### src/hw/bpcc_defs.svh
// Register offsets, field positions, reset values and timing counts for the bridge configuration block.
`ifndef BPCC_DEFS_SVH
`define BPCC_DEFS_SVH
`define BPCC_OFF_LEGACY 8'h40
`define BPCC_OFF_MISC 8'h44
`define BPCC_OFF_STRAP 8'h48
`define BPCC_OFF_PREFETCH 8'h4c
`define BPCC_OFF_RISE 8'h50
`define BPCC_OFF_FALL 8'h54
`define BPCC_RST_MISC 32'h0000_0000
`define BPCC_RST_PREFETCH 14'h2c00
`define BPCC_RST_LEGACY_MODE 1'b1
`define BPCC_BUFFER_DELAY_VALUE_LSB 8
`define BPCC_HPB_BIT 3
`define BPCC_HPA_BIT 2
`define BPCC_CALC_LSB 16
`define BPCC_MODE_B_LSB 13
`define BPCC_VAL_B_LSB 8
`define BPCC_MODE_A_LSB 5
`define BPCC_VAL_A_LSB 0
`define BPCC_TOP_BIT 31
`define BPCC_PF_CPF_MULTI 13
`define BPCC_PF_IPF_MULTI 10
`define BPCC_PF_CPF_LINE 9
`define BPCC_PF_IPF_LINE 6
`define BPCC_PF_CPF_PLAIN 5
`define BPCC_PF_IPF_PLAIN 2
`define BPCC_PF_DISCARD_ON_MASTER_REQ 1
`define BPCC_PF_DISCARD_ON_HOST_REQ 0
`define BPCC_DISCARD_SHORT 16'h0010
`define BPCC_DISCARD_LONG 16'h8000
`define BPCC_DRIVE_MAX 4'hf
`define BPCC_PEND_MAX 4'hf
`endif

### src/hw/bpcc_pkg.sv
// Types shared by the bridge configuration block.
package bpcc_pkg;
   typedef enum logic [1:0] {
      BPCC_CMD_PLAIN = 2'h0,
      BPCC_CMD_LINE = 2'h1,
      BPCC_CMD_MULTI = 2'h3,
      BPCC_CMD_OTHER = 2'h2
   } bpcc_cmd_t;

   typedef struct packed {
      logic [3:0] calc_fall;
      logic [3:0] calc_rise;
      logic serr_n;
      logic perr_n;
      logic [3:0] irq_n;
      logic compat;
      logic hp_a;
      logic hp_b;
      logic [3:0] buffer_delay_value;
      logic power_good;
   } bpcc_pins_t;

   typedef struct packed {
      logic line_req;
      logic discard_unreq;
      logic discard_all;
      logic burst_stop;
   } bpcc_pf_out_t;

   typedef struct packed {
      bpcc_pins_t sync1;
      bpcc_pins_t sync2;
      logic pg_prev;
      logic perr_prev;
      logic serr_prev;
      logic legacy_mode;
      logic [31:0] misc;
      logic [3:0] buffer_delay_value;
      logic hp_b;
      logic hp_a;
      logic compat;
      logic [13:0] pf;
      logic [1:0] top;
      logic [1:0][1:0] mode_b;
      logic [1:0][3:0] val_b;
      logic [1:0][1:0] mode_a;
      logic [1:0][3:0] val_a;
      logic pf_active;
      logic pf_cont;
      logic [3:0] pf_pending;
      logic [15:0] pf_timer;
      logic pf_short_done;
      logic host_wait_disc;
      logic host_wait_bound;
      logic [31:0] rdata;
      logic [3:0] irq_oe;
      logic [3:0] irq_out_n;
      logic nmi;
      logic compat_fwd;
      bpcc_pf_out_t pfo;
      logic [1:0][1:0][3:0] drive;
   } bpcc_state_t;
endpackage

### src/hw/bpcc_top.sv
// Bridge configuration registers, legacy interrupt combining, prefetch policy and drive compensation.
`timescale 1ns/1ps
`include "bpcc_defs.svh"
module bpcc_top #(
   parameter logic [15:0] DISCARD_LONG = `BPCC_DISCARD_LONG
) (
   input wire logic core_clk,
   input wire logic rstn,
   input wire logic clk_en,
   input wire logic [7:0] reg_addr,
   input wire logic [31:0] reg_wdata,
   input wire logic reg_wr,
   input wire logic reg_rd,
   output logic [31:0] reg_rdata,
   input wire logic power_good,
   input wire logic [3:0] buffer_delay_strap,
   input wire logic hotplug_strap_b,
   input wire logic hotplug_strap_a,
   input wire logic compat_strap,
   input wire logic [3:0] pci_irq_in_n,
   input wire logic [3:0] redir_mask_bit,
   input wire logic [3:0] peer_irq_req,
   output logic [3:0] legacy_irq_out_n,
   output logic [3:0] legacy_irq_oe,
   input wire logic perr_n,
   input wire logic serr_n,
   output logic error_nmi,
   input wire logic host_compat_req,
   output logic compat_fwd,
   input wire logic conv_pci_mode,
   input wire logic [4:0] master_prefetch_dis,
   input wire logic rd_start,
   input wire bpcc_pkg::bpcc_cmd_t rd_cmd,
   input wire logic [2:0] rd_master,
   input wire logic line_xfer_start,
   input wire logic bus_clk_tick,
   input wire logic other_master_req,
   input wire logic host_req,
   input wire logic burst_active,
   input wire logic requested_outstanding,
   input wire logic burst_disconnect,
   input wire logic line_boundary,
   output bpcc_pkg::bpcc_pf_out_t pf_out,
   input wire logic [3:0] calc_drive_rise,
   input wire logic [3:0] calc_drive_fall,
   output logic [3:0] drive_rise_a,
   output logic [3:0] drive_rise_b,
   output logic [3:0] drive_fall_a,
   output logic [3:0] drive_fall_b
);
   bpcc_pkg::bpcc_state_t st_reg;
   bpcc_pkg::bpcc_state_t st_next;
   bpcc_pkg::bpcc_pins_t pins_raw;
   bpcc_pkg::bpcc_pins_t pin_s;
   logic [1:0][1:0][3:0] drive_calc;
   logic [1:0][3:0] calc_s;
   logic legacy_mode;
   logic error_nmi_en;
   logic discard_on_master_req;
   logic discard_on_host_req;
   logic master_ok;
   logic [2:0] init_sel;
   logic cont_sel;
   logic pf_stop;

   assign pins_raw = '{calc_fall: calc_drive_fall, calc_rise: calc_drive_rise, serr_n: serr_n,
                       perr_n: perr_n, irq_n: pci_irq_in_n, compat: compat_strap,
                       hp_a: hotplug_strap_a, hp_b: hotplug_strap_b, buffer_delay_value: buffer_delay_strap,
                       power_good: power_good};
   assign pin_s = st_reg.sync2;
   assign calc_s = {pin_s.calc_fall, pin_s.calc_rise};
   assign legacy_mode = st_reg.legacy_mode;
   assign error_nmi_en = st_reg.misc[0];
   assign discard_on_master_req = st_reg.pf[`BPCC_PF_DISCARD_ON_MASTER_REQ];
   assign discard_on_host_req = st_reg.pf[`BPCC_PF_DISCARD_ON_HOST_REQ];
   assign master_ok = (rd_master < 3'h5) && !master_prefetch_dis[rd_master];

   // Index 0 is the rising-edge register, index 1 the falling one; inner index 0 is bridge A.
   for (genvar r = 0; r < 2; r++)
   begin : g_comp
      for (genvar b = 0; b < 2; b++)
      begin : g_bridge
         logic [1:0] mode;
         logic [3:0] value;
         logic [4:0] sum;
         assign mode = (b == 0) ? st_reg.mode_a[r] : st_reg.mode_b[r];
         assign value = (b == 0) ? st_reg.val_a[r] : st_reg.val_b[r];
         assign sum = {1'b0, calc_s[r]} + {1'b0, value};
         always_comb
         begin
            case (mode)
               2'h0: drive_calc[r][b] = calc_s[r];
               2'h1: drive_calc[r][b] = value;
               2'h2: drive_calc[r][b] = sum[4] ? `BPCC_DRIVE_MAX : sum[3:0];
               default: drive_calc[r][b] = (calc_s[r] >= value) ? (calc_s[r] - value) : 4'h0;
            endcase
         end
      end
   end

   always_comb
   begin
      case (rd_cmd)
         bpcc_pkg::BPCC_CMD_MULTI:
         begin
            init_sel = st_reg.pf[`BPCC_PF_IPF_MULTI +: 3];
            cont_sel = st_reg.pf[`BPCC_PF_CPF_MULTI];
         end
         bpcc_pkg::BPCC_CMD_LINE:
         begin
            init_sel = st_reg.pf[`BPCC_PF_IPF_LINE +: 3];
            cont_sel = st_reg.pf[`BPCC_PF_CPF_LINE];
         end
         bpcc_pkg::BPCC_CMD_PLAIN:
         begin
            init_sel = st_reg.pf[`BPCC_PF_IPF_PLAIN +: 3];
            cont_sel = st_reg.pf[`BPCC_PF_CPF_PLAIN];
         end
         default:
         begin
            init_sel = 3'h0;
            cont_sel = 1'b0;
         end
      endcase
   end

   assign pf_stop = discard_on_master_req && other_master_req && st_reg.pf_active;

   always_comb
   begin
      st_next = st_reg;
      st_next.sync1 = pins_raw;
      st_next.sync2 = st_reg.sync1;
      st_next.pg_prev = pin_s.power_good;
      st_next.perr_prev = pin_s.perr_n;
      st_next.serr_prev = pin_s.serr_n;
      st_next.pfo = '0;
      st_next.rdata = 32'h0000_0000;

      // Straps are caught on the power-good rise so a slow supply ramp cannot latch garbage.
      if (pin_s.power_good && !st_reg.pg_prev)
      begin
         st_next.buffer_delay_value = pin_s.buffer_delay_value;
         st_next.hp_b = pin_s.hp_b;
         st_next.hp_a = pin_s.hp_a;
         st_next.compat = pin_s.compat;
      end

      if (reg_wr)
      begin
         case (reg_addr)
            `BPCC_OFF_LEGACY: st_next.legacy_mode = reg_wdata[0];
            `BPCC_OFF_MISC: st_next.misc = reg_wdata;
            `BPCC_OFF_STRAP: st_next.compat = reg_wdata[0];
            `BPCC_OFF_PREFETCH: st_next.pf = reg_wdata[13:0];
            `BPCC_OFF_RISE, `BPCC_OFF_FALL:
            begin
               st_next.top[reg_addr[2]] = reg_wdata[`BPCC_TOP_BIT];
               st_next.mode_b[reg_addr[2]] = reg_wdata[`BPCC_MODE_B_LSB +: 2];
               st_next.val_b[reg_addr[2]] = reg_wdata[`BPCC_VAL_B_LSB +: 4];
               st_next.mode_a[reg_addr[2]] = reg_wdata[`BPCC_MODE_A_LSB +: 2];
               st_next.val_a[reg_addr[2]] = reg_wdata[`BPCC_VAL_A_LSB +: 4];
            end
            default: ;
         endcase
      end

      if (reg_rd)
      begin
         case (reg_addr)
            `BPCC_OFF_LEGACY: st_next.rdata[0] = st_reg.legacy_mode;
            `BPCC_OFF_MISC: st_next.rdata = st_reg.misc;
            `BPCC_OFF_STRAP:
            begin
               st_next.rdata[`BPCC_BUFFER_DELAY_VALUE_LSB +: 4] = st_reg.buffer_delay_value;
               st_next.rdata[`BPCC_HPB_BIT] = st_reg.hp_b;
               st_next.rdata[`BPCC_HPA_BIT] = st_reg.hp_a;
               st_next.rdata[0] = st_reg.compat;
            end
            `BPCC_OFF_PREFETCH: st_next.rdata[13:0] = st_reg.pf;
            `BPCC_OFF_RISE, `BPCC_OFF_FALL:
            begin
               st_next.rdata[`BPCC_TOP_BIT] = st_reg.top[reg_addr[2]];
               st_next.rdata[`BPCC_CALC_LSB +: 4] = calc_s[reg_addr[2]];
               st_next.rdata[`BPCC_MODE_B_LSB +: 2] = st_reg.mode_b[reg_addr[2]];
               st_next.rdata[`BPCC_VAL_B_LSB +: 4] = st_reg.val_b[reg_addr[2]];
               st_next.rdata[`BPCC_MODE_A_LSB +: 2] = st_reg.mode_a[reg_addr[2]];
               st_next.rdata[`BPCC_VAL_A_LSB +: 4] = st_reg.val_a[reg_addr[2]];
            end
            default: ;
         endcase
      end

      // The peer bridge hands over its own already masked request term.
      st_next.irq_oe = ({4{legacy_mode}} & ~pin_s.irq_n & redir_mask_bit) | peer_irq_req;
      st_next.irq_out_n = 4'h0;
      st_next.nmi = error_nmi_en && ((st_reg.perr_prev && !pin_s.perr_n) ||
                                     (st_reg.serr_prev && !pin_s.serr_n));
      st_next.compat_fwd = st_reg.compat && host_compat_req;
      st_next.drive = drive_calc;

      // Prefetch engine: one cacheline request per cycle while any are pending.
      if (st_reg.pf_pending != 4'h0)
      begin
         st_next.pfo.line_req = 1'b1;
         st_next.pf_pending = st_reg.pf_pending - 4'h1;
      end
      if (st_reg.pf_active && st_reg.pf_cont && line_xfer_start && st_next.pf_pending != `BPCC_PEND_MAX)
      begin
         st_next.pf_pending = st_next.pf_pending + 4'h1;
      end
      if (st_reg.pf_active && bus_clk_tick)
      begin
         st_next.pf_timer = st_reg.pf_timer + 16'h0001;
      end
      if (line_xfer_start)
      begin
         st_next.pf_timer = 16'h0000;
         st_next.pf_short_done = 1'b0;
      end
      if (discard_on_master_req && st_reg.pf_active && !st_reg.pf_short_done &&
          st_reg.pf_timer >= `BPCC_DISCARD_SHORT)
      begin
         st_next.pfo.discard_unreq = 1'b1;
         st_next.pf_short_done = 1'b1;
      end
      if (pf_stop)
      begin
         st_next.pf_cont = 1'b0;
         st_next.pf_pending = 4'h0;
         st_next.pfo.discard_unreq = 1'b1;
      end
      if (discard_on_host_req && host_req && st_reg.pf_active)
      begin
         if (burst_active)
         begin
            st_next.host_wait_bound = 1'b1;
         end
         else if (requested_outstanding)
         begin
            st_next.host_wait_disc = 1'b1;
         end
         else
         begin
            st_next.pfo.discard_unreq = 1'b1;
            st_next.pf_cont = 1'b0;
            st_next.pf_pending = 4'h0;
         end
      end
      if (st_reg.host_wait_bound && line_boundary)
      begin
         st_next.pfo.burst_stop = 1'b1;
         st_next.pfo.discard_unreq = 1'b1;
         st_next.host_wait_bound = 1'b0;
         st_next.pf_cont = 1'b0;
         st_next.pf_pending = 4'h0;
      end
      if (st_reg.host_wait_disc && burst_disconnect)
      begin
         st_next.pfo.discard_unreq = 1'b1;
         st_next.host_wait_disc = 1'b0;
         st_next.pf_cont = 1'b0;
         st_next.pf_pending = 4'h0;
      end
      if (st_reg.pf_active && st_reg.pf_timer >= DISCARD_LONG)
      begin
         st_next.pfo.discard_all = 1'b1;
         st_next.pf_active = 1'b0;
         st_next.pf_cont = 1'b0;
         st_next.pf_pending = 4'h0;
         st_next.host_wait_bound = 1'b0;
         st_next.host_wait_disc = 1'b0;
      end
      // A new read other than BPCC_CMD_OTHER restarts the engine only in conventional mode; outside it the read starts no prefetch.
      if (rd_start && conv_pci_mode && rd_cmd != bpcc_pkg::BPCC_CMD_OTHER)
      begin
         st_next.pf_active = 1'b1;
         st_next.pf_timer = 16'h0000;
         st_next.pf_short_done = 1'b0;
         st_next.host_wait_bound = 1'b0;
         st_next.host_wait_disc = 1'b0;
         st_next.pf_cont = master_ok && cont_sel;
         st_next.pf_pending = master_ok ? ({1'b0, init_sel} + 4'h1) : 4'h1;
      end
   end

   always_ff @(posedge core_clk or negedge rstn)
   begin
      if (!rstn)
      begin
         st_reg <= '0;
         st_reg.sync1.perr_n <= 1'b1;
         st_reg.sync2.perr_n <= 1'b1;
         st_reg.sync1.serr_n <= 1'b1;
         st_reg.sync2.serr_n <= 1'b1;
         st_reg.sync1.irq_n <= 4'hf;
         st_reg.sync2.irq_n <= 4'hf;
         st_reg.perr_prev <= 1'b1;
         st_reg.serr_prev <= 1'b1;
         st_reg.legacy_mode <= `BPCC_RST_LEGACY_MODE;
         st_reg.misc <= `BPCC_RST_MISC;
         st_reg.pf <= `BPCC_RST_PREFETCH;
      end
      else if (clk_en)
      begin
         st_reg <= st_next;
      end
   end

   assign reg_rdata = st_reg.rdata;
   assign legacy_irq_out_n = st_reg.irq_out_n;
   assign legacy_irq_oe = st_reg.irq_oe;
   assign error_nmi = st_reg.nmi;
   assign compat_fwd = st_reg.compat_fwd;
   assign pf_out = st_reg.pfo;
   assign drive_rise_a = st_reg.drive[0][0];
   assign drive_rise_b = st_reg.drive[0][1];
   assign drive_fall_a = st_reg.drive[1][0];
   assign drive_fall_b = st_reg.drive[1][1];
endmodule

### config.mk
export PLATFORM = sky130hd
export DESIGN_NAME = bpcc_top
export DESIGN_NICKNAME = d
export VERILOG_FILES = /design/src/hw/bpcc_pkg.sv /design/src/hw/bpcc_top.sv
export VERILOG_INCLUDE_DIRS = /design/src /design/src/hw
export SDC_FILE = /design/constraint.sdc
export NUM_CORES = 1
export LEC_CHECK = 0
export BUFFER_PORTS_ARGS = -buffer_cell sky130_fd_sc_hd__buf_2
export CAP_MARGIN = 5
export CORE_MARGIN = 1.5
export CORE_UTILIZATION = 41
export DETAILED_ROUTE_END_ITERATION = 8
export PLACE_DENSITY = 0.6
export SETUP_SLACK_MARGIN = 0.4
export SYNTH_ARGS = -nofsm -noshare
export SYNTH_HDL_FRONTEND = slang
export SYNTH_SLANG_ARGS = --single-unit
### constraint.sdc
create_clock -name core_clk -period 5.3 [get_ports core_clk]
set_input_delay 0.53 -clock core_clk [delete_from_list [all_inputs] [get_ports core_clk]]
set_output_delay 0.53 -clock core_clk [all_outputs]
set_load 0.005 [all_outputs]
==> metrics.md, run 1 <==
| Metric | Value |
|---|---|
| Post-synth EDFFs | 0 |
| First-pass GRT wire length | 43600 um |
| Internal power | 3.07 mW |
| Clock buffer count from CTS | 25 |
| Setup crit start kind | register |
| Leak Pwr | 6.15 nW |
| Ports | 158 |
| Gp weighted congestion | 0.863 |
| Clk pwr share | 40.0% |
| CTS resizes | 0 |
| Post-CTS Hold Buffers | 0 |
| Setup Buffers After CTS | 0 |
| DRT iter0 DRCs | 599 |
| FF-to-FF End | st_reg[81] |
| # fillers | 2623 |
| Core Util, Final | 46.6% |
| Hold WC Path Type | primary input to asynchronous set/reset pin |
| Width of the die | 171 um |
| Critical Path Fanout Max | 8 |
| Critical path data arrival time | 3.33 ns |
| Vias per inst | 5.33 |
| Worst Path Required | 5.70 ns |
| Highest-delay cell along the critical path | or3b_1 |
| Status | completed |
| Final Hold Vio Count | 0 |
| Gr busiest metal | met2 |
| Critical path cell sequence | inv_1, ha_1, or3b_1, nor2_1, a21oi_1, ha_1, nand2_1, o21ai_1, a222oi_1, nor3_1, a2111o_1 |
| Synthesized flop and latch total | 210 |
| CTS sink cnt | 210 |
| Tcrit/Tclk final | 55.3% |
| Ys Warns | 0 |
| Area growth from synthesis to layout | 11.7% |
| Ys flop type | dfrtp_1 |
| Switch Pwr | 1.17 mW |
| Slew Limit Headroom | 35.8% |
| DP Area | 12100 sq um |
| Met2 GRT Util | 31.9% |
| Overall power | 4.24 mW |
| Via count | 8053 |
| Routing usage on met3 | 2.66% |
| Share of layout cells above drive strength 1 | 28.4% |
| Clk buf depth | 3 |
| Sequential cell area | 5280 sq um |
| Least-Margin Pin Slew | 0.961 ns |
| Wire per inst | 18.2 um |
| Initial antenna violation count | 0 |
| NumNets Final | 1255 |
| Worst IR Drop VDD | 278 uV |
| Worst reg-to-reg setup slack | 2.37 ns |
| Synthesized area per cell | 11.1 sq um |
| Register area share after synthesis | 45.6% |
| ANT cells | 0 |
| Final worst path period need | 2.93 ns |
| TritonCTS clock tree | built |
| Rows | 61 |
| Total track usage | 18.9% |
| Initial Util | 41.7% |
| Vias in the first global route | 7966 |
| Max Cap Viol | 0 |
| CP endpoint kind | register |
| RSZ-0062 raised after global routing | false |
| Power density over the cells | 328 nW/um^2 |
| Multi-input logic area | 5370 sq um |
| Final wirelength | 27400 um |
| Total core area | 27800 sq um |
| GRT overflow | 0 |
| Die Y | 171 um |
| Largest net degree at the start of global routing | 116 |
| Residual DRC count | 0 |
| Post-synthesis cell type count | 79 |
| Switching Share | 27.6% |
| H-tree Lvls | 1 |
| Die Area | 29300 sq um |
| Setup TNS | 0 ns |
| Most common cell after layout, fill and taps aside | dfrtp_1 |
| Combinational cell fraction of total power | 15.9% |
| Fmax | 341 MHz |
| Mapped Area | 11600 sq um |
| Met1 usage | 25.6% |
| Hpwl dp | 19500 um |
| Gate Count Post-Synth | 1043 |
| Worst-Skew Late Latency | 0.52 ns |
| Final ANT Viol Nets | 0 |
| DRT Pass-1 Iters | 5 |
| Critical path's top delay family | compound AO/OA/AOI/OAI gates |
| # port buffers | 153 |
| Pins over their slew limit | 0 |
| Most frequent cells in the layout | dfrtp_1 (192), buf_2 (151), nand2_1 (60), mux2_2 (56) |
| CP Class | register to register |
| Sequential share of power | 44.1% |
| Final Setup Violations | 0 |
| Clk root buf | clkbuf_16 |
| Design area | 12900 sq um |
| Worst r2r src | st_reg[81] |
| Share of flip-flops with an asynchronous set or reset | 100% |
| Crit-path max cell delay | 0.47 ns |
| Setup Skew | 0.0133 ns |
| Clock transition at path regs | 0.06 ns |
| Worst Reg2Reg Path Length in Cells | 11 |
| WP buf/inv | 1 |
| Cell repeated most along the worst path | ha_1 |
==> metal layers <==
metal	part of all wire (%)	routed length, um
met3	4.3	1170
met5	0	0
met2	47	12900
met4	2.2	613
met1	46	12800
==> worst max-delay path by stage <==
stage                from          to  slack (ns)  cells past startpoint
4_1_cts        st_reg[81]  st_reg[81]        2.37                     11
6_report       st_reg[81]  st_reg[81]        2.37                     11
3_3_place_gp   st_reg[81]  st_reg[83]        2.50                      9
2_1_floorplan  st_reg[81]  st_reg[83]        2.54                     11
5_1_grt        st_reg[81]  st_reg[83]        2.14                     10
3_5_place_dp   st_reg[81]  st_reg[81]        2.38                     11
==> final cells by class <==
cell class / count / share of cell area [%]
multi-input cells: 670 / 41.5
flip-flops and latches: 210 / 40.8
repair buffers: 155 / 6.23
clock buffers: 35 / 5.44
well taps: 378 / 3.66
inverters: 52 / 1.51
clock inverters: 10 / 0.822
==> synthesized netlist by cell type, types with 4 or more instances <==
| master | number | area [sq um] |
|---|---|---|
| nor3_1 | 9 | 45.0 |
| a221o_1 | 5 | 50.1 |
| xor2_1 | 9 | 78.8 |
| mux2_2 | 56 | 631 |
| nor2b_1 | 15 | 93.8 |
| clkbuf_1 | 26 | 97.6 |
| buf_6 | 10 | 113 |
| mux2_4 | 40 | 601 |
| ha_1 | 37 | 463 |
| a222oi_1 | 4 | 40.0 |
| nand2_1 | 60 | 225 |
| o21ai_0 | 48 | 240 |
| nor4_1 | 5 | 31.3 |
| dfstp_2 | 18 | 473 |
| nand3_1 | 23 | 115 |
| fa_1 | 8 | 160 |
| mux2_1 | 34 | 383 |
| a31oi_1 | 16 | 100 |
| buf_4 | 61 | 458 |
| buf_2 | 13 | 65.1 |
| nand4_1 | 12 | 75.1 |
| a22o_1 | 15 | 131 |
| o21bai_1 | 10 | 75.1 |
| o21ai_1 | 7 | 35.0 |
| a22oi_1 | 11 | 82.6 |
| inv_1 | 51 | 191 |
| nand2b_1 | 5 | 31.3 |
| o2bb2ai_1 | 21 | 184 |
| mux2i_1 | 32 | 320 |
| xnor2_1 | 10 | 87.6 |
| dfrtp_1 | 192 | 4800 |
| buf_1 | 4 | 15.0 |
| a21oi_1 | 47 | 235 |
| nor2_1 | 51 | 191 |
| and3_1 | 5 | 31.3 |
| a21o_1 | 7 | 52.6 |
==> kinds of logic after synthesis <==
| group | synth area share [%] |
|---|---|
| flip-flops | 45.6 |
| adder cells (fa/ha/maj) | 5.38 |
| buffers and inverters | 8.14 |
| AND/OR/NAND/NOR | 9.68 |
| other | 0.0324 |
| AO/OA/AOI/OAI | 13.1 |
| multiplexers | 16.7 |
| XOR/XNOR | 1.44 |
==> power by group through the flow <==
stage	Sequential, mW	Combinational (mW)	Clock (mW)
3_5_place_dp	1.90	0.679	0
3_3_place_gp	1.90	0.662	0
5_1_grt	1.89	0.764	1.81
4_1_cts	1.87	0.682	1.74
2_1_floorplan	1.83	0.533	0
6_report	1.87	0.675	1.70
==> per-stage QoR <==
stage	std cells	setup slack, ns	hold WS, ns
final	1510	2.37	0.0537
after global routing	1510	2.14	0.171
after CTS	1510	2.37	0.124
after detailed placement	1465	2.38	0.471
after global placement	1465	2.50	0.467
after floorplan	1046	2.54	0.234
(Power assumes the default switching activity.)
==> run 2: changes to the inputs <==
Clock period 5.3 ns to 3.07 ns, I/O delays scaled along.
==> metrics.md, run 2 (synthesized netlist as in run 1, its figures left out) <==
| Metric | Value |
|---|---|
| Hpwl dp | 20000 um (was 19500 um) |
| Final Setup Violations | 0 (unchanged) |
| Wire per inst | 18.2 um (about the same) |
| Multi-input logic area | 5410 sq um (was 5370 sq um) |
| NumNets Final | 1292 (was 1255) |
| Die Area | 29300 sq um (unchanged) |
| CTS sink cnt | 210 (unchanged) |
| Tcrit/Tclk final | 85.1% (was 55.3%) |
| Clk buf depth | 3 (unchanged) |
| Status | completed (unchanged) |
| Setup Skew | 0.0109 ns (was 0.0133 ns) |
| Worst-Skew Late Latency | 0.52 ns (about the same) |
| DRT iter0 DRCs | 592 (was 599) |
| Setup crit start kind | register (unchanged) |
| # port buffers | 153 (unchanged) |
| Most frequent cells in the layout | dfrtp_1 (190), buf_2 (151), nand2_1 (60), mux2_2 (56), nor2_1 (50) (was dfrtp_1 (192), buf_2 (151), nand2_1 (60), mux2_2 (56)) |
| # fillers | 2637 (was 2623) |
| First-pass GRT wire length | 44600 um (was 43600 um) |
| GRT overflow | 0 (unchanged) |
| Worst Path Required | 3.47 ns (was 5.70 ns) |
| Most common cell after layout, fill and taps aside | dfrtp_1 (unchanged) |
| Worst IR Drop VDD | 471 uV (was 278 uV) |
| Ports | 158 (unchanged) |
| Final ANT Viol Nets | 0 (unchanged) |
| Sequential cell area | 5280 sq um (about the same) |
| Width of the die | 171 um (unchanged) |
| CP Class | register to register (unchanged) |
| Share of layout cells above drive strength 1 | 30.1% (was 28.4%) |
| Initial Util | 41.7% (unchanged) |
| Final wirelength | 28100 um (was 27400 um) |
| Least-Margin Pin Slew | 0.845 ns (was 0.961 ns) |
| Die Y | 171 um (unchanged) |
| Area growth from synthesis to layout | 14.7% (was 11.7%) |
| Fmax | 383 MHz (was 341 MHz) |
| H-tree Lvls | 1 (unchanged) |
| Pins over their slew limit | 0 (unchanged) |
| Vias in the first global route | 8080 (was 7966) |
| Residual DRC count | 0 (unchanged) |
| DP Area | 12300 sq um (was 12100 sq um) |
| TritonCTS clock tree | built (unchanged) |
| Final worst path period need | 2.61 ns (was 2.93 ns) |
| Critical Path Fanout Max | 5 (was 8) |
| Design area | 13300 sq um (was 12900 sq um) |
| Leak Pwr | 6.32 nW (was 6.15 nW) |
| Power density over the cells | 557 nW/um^2 (was 328 nW/um^2) |
| Clk root buf | clkbuf_16 (unchanged) |
| CP endpoint kind | register (unchanged) |
| Max Cap Viol | 0 (unchanged) |
| Clock buffer count from CTS | 25 (unchanged) |
| Initial antenna violation count | 4 (was 0) |
| DRT Pass-1 Iters | 5 (unchanged) |
| Setup TNS | 0 ns (unchanged) |
| Via count | 8184 (was 8053) |
| Clock transition at path regs | 0.06 ns (about the same) |
| Total track usage | 19.5% (was 18.9%) |
| Rows | 61 (unchanged) |
| Slew Limit Headroom | 43.6% (was 35.8%) |
| Largest net degree at the start of global routing | 96 (was 116) |
| Critical path data arrival time | 3.01 ns (was 3.33 ns) |
| Total core area | 27800 sq um (unchanged) |
| Final Hold Vio Count | 0 (unchanged) |
| Vias per inst | 5.28 (was 5.33) |
| RSZ-0062 raised after global routing | true (was false) |
| Gp weighted congestion | 0.865 (was 0.863) |
| Hold WC Path Type | primary input to register (was primary input to asynchronous set/reset pin) |
==> run 2: changes by cell type in the layout (fill, tap and decap cells not counted), moves of 2 or more <==
| cell | previous run | this run |
|---|---|---|
| buf_4 | 2 | 21 |
| dlygate4sd3_1 | 0 | 16 |
| diode_2 | 0 | 3 |
| buf_12 | 1 | 3 |
| bufinv_16 | 2 | 0 |
| clkbuf_8 | 4 | 6 |
| dfrtp_1 | 192 | 190 |
| dfrtp_2 | 0 | 2 |
| ha_1 | 37 | 35 |
| inv_1 | 51 | 49 |
==> run 2: what timing repair did <==
| action | 4_1_cts | 5_1_grt |
|---|---|---|
| hold buffers | 16 | 0 |
| resized for setup | 4 | 5 |
| endpoints found under the setup margin | 2 | 2 |
| endpoints found under the hold margin | 102 | 0 |
| setup buffers | 1 | 8 |
| pin swaps | 1 | 6 |
==> run 2: final timing paths <==
path / start / end / slack (ns) / depth (start not counted)
worst max-delay path: st_reg[81] / st_reg[83] / 0.46 / 9
worst min-delay path: pci_irq_in_n[1] / st_next[179] / 0.02 / 2
worst max register to register: st_reg[81] / st_reg[83] / 0.46 / 9
worst min register to register: pf_out[1] / pf_out[1] / 0.48 / 2
max in group asynchronous: rstn / pin_s[8] / 1.81 / 3
min in group asynchronous: rstn / st_next[185] / 0.44 / 2
==> run 2: where the power goes <==
part / internal [mW] / total (mW) / switching, mW
clock: 1.64 / 2.77 / 1.14
combinational: 0.693 / 1.40 / 0.704
sequential: 3.01 / 3.23 / 0.220
==> run 2: worst max-delay path, stage by stage (launching register included) <==
cell and delay, ns:
dfrtp_2 0.45, inv_4 0.08, ha_4 0.14, or3b_4 0.42, xnor2_2 0.18, ha_2 0.23, nand4_1 0.18, mux2_4 0.35
o211a_1 0.20, a221o_1 0.25
==> run 2: final cells by class <==
type                       count  share of cell area [%]
multi-input combinational    670                    40.7
sequential                   210                    39.7
antenna                        3                  0.0565
tap                          378                    3.56
clock inverter                 6                   0.254
timing repair buffer         192                    8.65
inverter                      52                    1.49
clock buffer                  38                    5.53
==> run 2: stage by stage <==
| step | setup slack (ns) | total power [mW] | utilization (%) | cells | hold WS [ns] |
|---|---|---|---|---|---|
| 2_1_floorplan | 0.416 | 4.12 | - | 1046 | 0.0114 |
| 3_3_place_gp | 0.345 | 4.47 | 44.1 | 1477 | 0.403 |
| 3_5_place_dp | 0.275 | 4.51 | 44.1 | 1477 | 0.399 |
| 4_1_cts | 0.411 | 7.38 | 47.5 | 1538 | 0.000187 |
| 5_1_grt | 0.360 | 7.80 | 47.8 | 1547 | 0.00472 |
| 6_report | 0.456 | 7.40 | 47.8 | 1549 | 0.0193 |
==> run 2: layer usage <==
layer / part of all wire (%) / global-route usage [%] / vias to the layer above
li1: - / - / 3901
met1: 46 / 26.5 / 4050
met2: 48 / 32.3 / 192
met3: 4.2 / 3.17 / 39
met4: 2.3 / 5.19 / 2
met5: 0.046 / 0 / -
==> run 3: changes to the inputs <==
Settings changed: CORE_ASPECT_RATIO set to 1.75, REMOVE_ABC_BUFFERS set to 1.
Clock period 3.07 ns to 3.4 ns, I/O delays scaled along.
==> metrics.md, run 3 (synthesized netlist as in run 1, its figures left out) <==
| Metric | Value |
|---|---|
| Status | completed (unchanged) |
| Total core area | 27900 sq um (was 27800 sq um) |
| Worst IR Drop VDD | 379 uV (was 471 uV) |
| Final Setup Violations | 0 (unchanged) |
| Clock transition at path regs | 0.06 ns (about the same) |
| Combinational cell fraction of total power | 17.3% (was 18.9%) |
| Final std cells w/o fill | 1515 (was 1549) |
| Placed Instances | 1474 (was 1477) |
| Wire per inst | 19.0 um (was 18.2 um) |
| CP Class | register to register (unchanged) |
| Worst-Skew Late Latency | 0.51 ns (was 0.52 ns) |
| Via count | 8029 (was 8184) |
| Switching Share | 28.3% (was 27.9%) |
| Most common cell after layout, fill and taps aside | dfrtp_1 (unchanged) |
| Total track usage | 19.9% (was 19.5%) |
| TritonCTS clock tree | built (unchanged) |
| Ports | 158 (unchanged) |
| DRT Pass-1 Iters | 6 (was 5) |
| Vias in the first global route | 8203 (was 8080) |
| Residual DRC count | 0 (unchanged) |
| Area growth from synthesis to layout | 11.5% (was 14.7%) |
| Final wirelength | 28800 um (was 28100 um) |
| Hold WC Path Type | primary input to register (unchanged) |
| H-tree Lvls | 1 (unchanged) |
| WHS Path Cells | 2 (unchanged) |
| GRT overflow | 0 (unchanged) |
| Least-Margin Pin Slew | 0.758 ns (was 0.845 ns) |
| First-pass GRT wire length | 45100 um (was 44600 um) |
| Die Y | 225 um (was 171 um) |
| Worst Path Required | 3.79 ns (was 3.47 ns) |
| Setup Buffers After CTS | 0 (was 1) |
| Switch Pwr | 1.79 mW (was 2.06 mW) |
| Critical path data arrival time | 3.26 ns (was 3.01 ns) |
| Sequential share of power | 46.0% (was 43.6%) |
| Max Cap Viol | 0 (unchanged) |
| Clk pwr share | 36.7% (was 37.5%) |
| Pins over their slew limit | 0 (unchanged) |
| Critical Path Fanout Max | 8 (was 5) |
| Worst Reg2Reg Path Length in Cells | 9 (unchanged) |
| Die Area | 29300 sq um (about the same) |
| Initial Util | 41.6% (was 41.7%) |
| Vias per inst | 5.30 (was 5.28) |
| Power density over the cells | 489 nW/um^2 (was 557 nW/um^2) |
| Slew Limit Headroom | 49.5% (was 43.6%) |
| Clock buffer count from CTS | 21 (was 25) |
| Final worst path period need | 2.87 ns (was 2.61 ns) |
| Fmax | 348 MHz (was 383 MHz) |
| Clk root buf | clkbuf_16 (unchanged) |
| CTS sink cnt | 210 (unchanged) |
| Internal power | 4.53 mW (was 5.34 mW) |
| Leak Pwr | 6.16 nW (was 6.32 nW) |
| Most frequent cells in the layout | dfrtp_1 (192), buf_2 (151), nand2_1 (60), mux2_2 (56) (was dfrtp_1 (190), buf_2 (151), nand2_1 (60), mux2_2 (56), nor2_1 (50)) |
| Share of layout cells above drive strength 1 | 29.0% (was 30.1%) |
| NumNets Final | 1266 (was 1292) |
| Final ANT Viol Nets | 0 (unchanged) |
| Setup TNS | 0 ns (unchanged) |
| Overall power | 6.32 mW (was 7.40 mW) |
| RSZ-0062 raised after global routing | false (was true) |
| Post-Place Worst Slack | 0.462 ns (was 0.275 ns) |
| Clk buf depth | 3 (unchanged) |
| # port buffers | 153 (unchanged) |
| Width of the die | 130 um (was 171 um) |
| Gp weighted congestion | 0.883 (was 0.865) |
| Final Hold Vio Count | 0 (unchanged) |
| Setup Skew | 0.00874 ns (was 0.0109 ns) |
| DRT iter0 DRCs | 311 (was 592) |
| Largest net degree at the start of global routing | 77 (was 96) |
| Hpwl dp | 21300 um (was 20000 um) |
| Final WS setup | 0.526 ns (was 0.456 ns) |
| CP endpoint kind | register (unchanged) |
| Rows | 81 (was 61) |
| Setup crit start kind | register (unchanged) |
| # fillers | 2586 (was 2637) |
| Tcrit/Tclk final | 84.5% (was 85.1%) |
| Initial antenna violation count | 5 (was 4) |
-- run 3: path summary, 6_finish.rpt --
check,from,end,slack [ns]
max in group asynchronous,rstn,st_reg[123],2.13
min in group asynchronous,rstn,pin_s[6],0.42
setup reg to reg,st_reg[81],st_reg[83],0.53
hold / removal,burst_disconnect,st_reg[63],0.03
hold reg to reg,register,register,0.48
setup / recovery,st_reg[81],st_reg[83],0.53
-- run 3: metal layers --
| metal | track usage (%) | wire length, um | vias to the layer above |
|---|---|---|---|
| met5 | 0 | 20 | - |
| met4 | 8.24 | 1020 | 4 |
| met3 | 2.52 | 906 | 55 |
| met2 | 37.2 | 15800 | 142 |
| met1 | 22.0 | 11100 | 3995 |
| li1 | - | - | 3833 |
-- run 3: power by group through the flow --
stage	logic, mW	clock network [mW]	registers (mW)
2_1_floorplan	0.688	0	2.89
3_3_place_gp	1.05	0	2.94
3_5_place_dp	1.08	0	2.95
4_1_cts	1.09	2.38	2.90
5_1_grt	1.22	2.47	2.93
6_report	1.09	2.32	2.90
-- run 3: repair_timing --
item                       in CTS  in global routing
setup endpoints to repair       0                  2
hold endpoints to repair       64                  0
gates resized for setup         0                  3
hold buffers                    1                  0
-- run 3: cell type report --
type                       count  area (sq um)  share of cell area [%]
multi-input combinational    670          5380                    41.7
clock buffer                  31           603                    4.67
sequential                   210          5280                    40.9
inverter                      52           195                    1.51
antenna                        2          5.00                  0.0388
timing repair buffer         170           920                    7.12
tap                          373           467                    3.61
clock inverter                 7          63.8                   0.494
-- run 3: stage by stage --
step	hold slack (ns)	area (sq um)	utilization [%]
global placement	0.414	12200	43.9
global route	0.0414	12900	46.3
detailed placement	0.417	12200	43.9
CTS	0.0114	12900	46.3
floorplan	0.0444	10800	-
finish	0.0313	12900	46.3
-- run 3: worst max-delay path: stages (launching register included) --
cell and delay (ns):
dfrtp_1 0.46, inv_1 0.13, ha_2 0.24, or3b_4 0.43, a21oi_1 0.25, ha_2 0.27, nand4_1 0.16, mux2_1 0.35
o211a_1 0.20, a221o_1 0.25
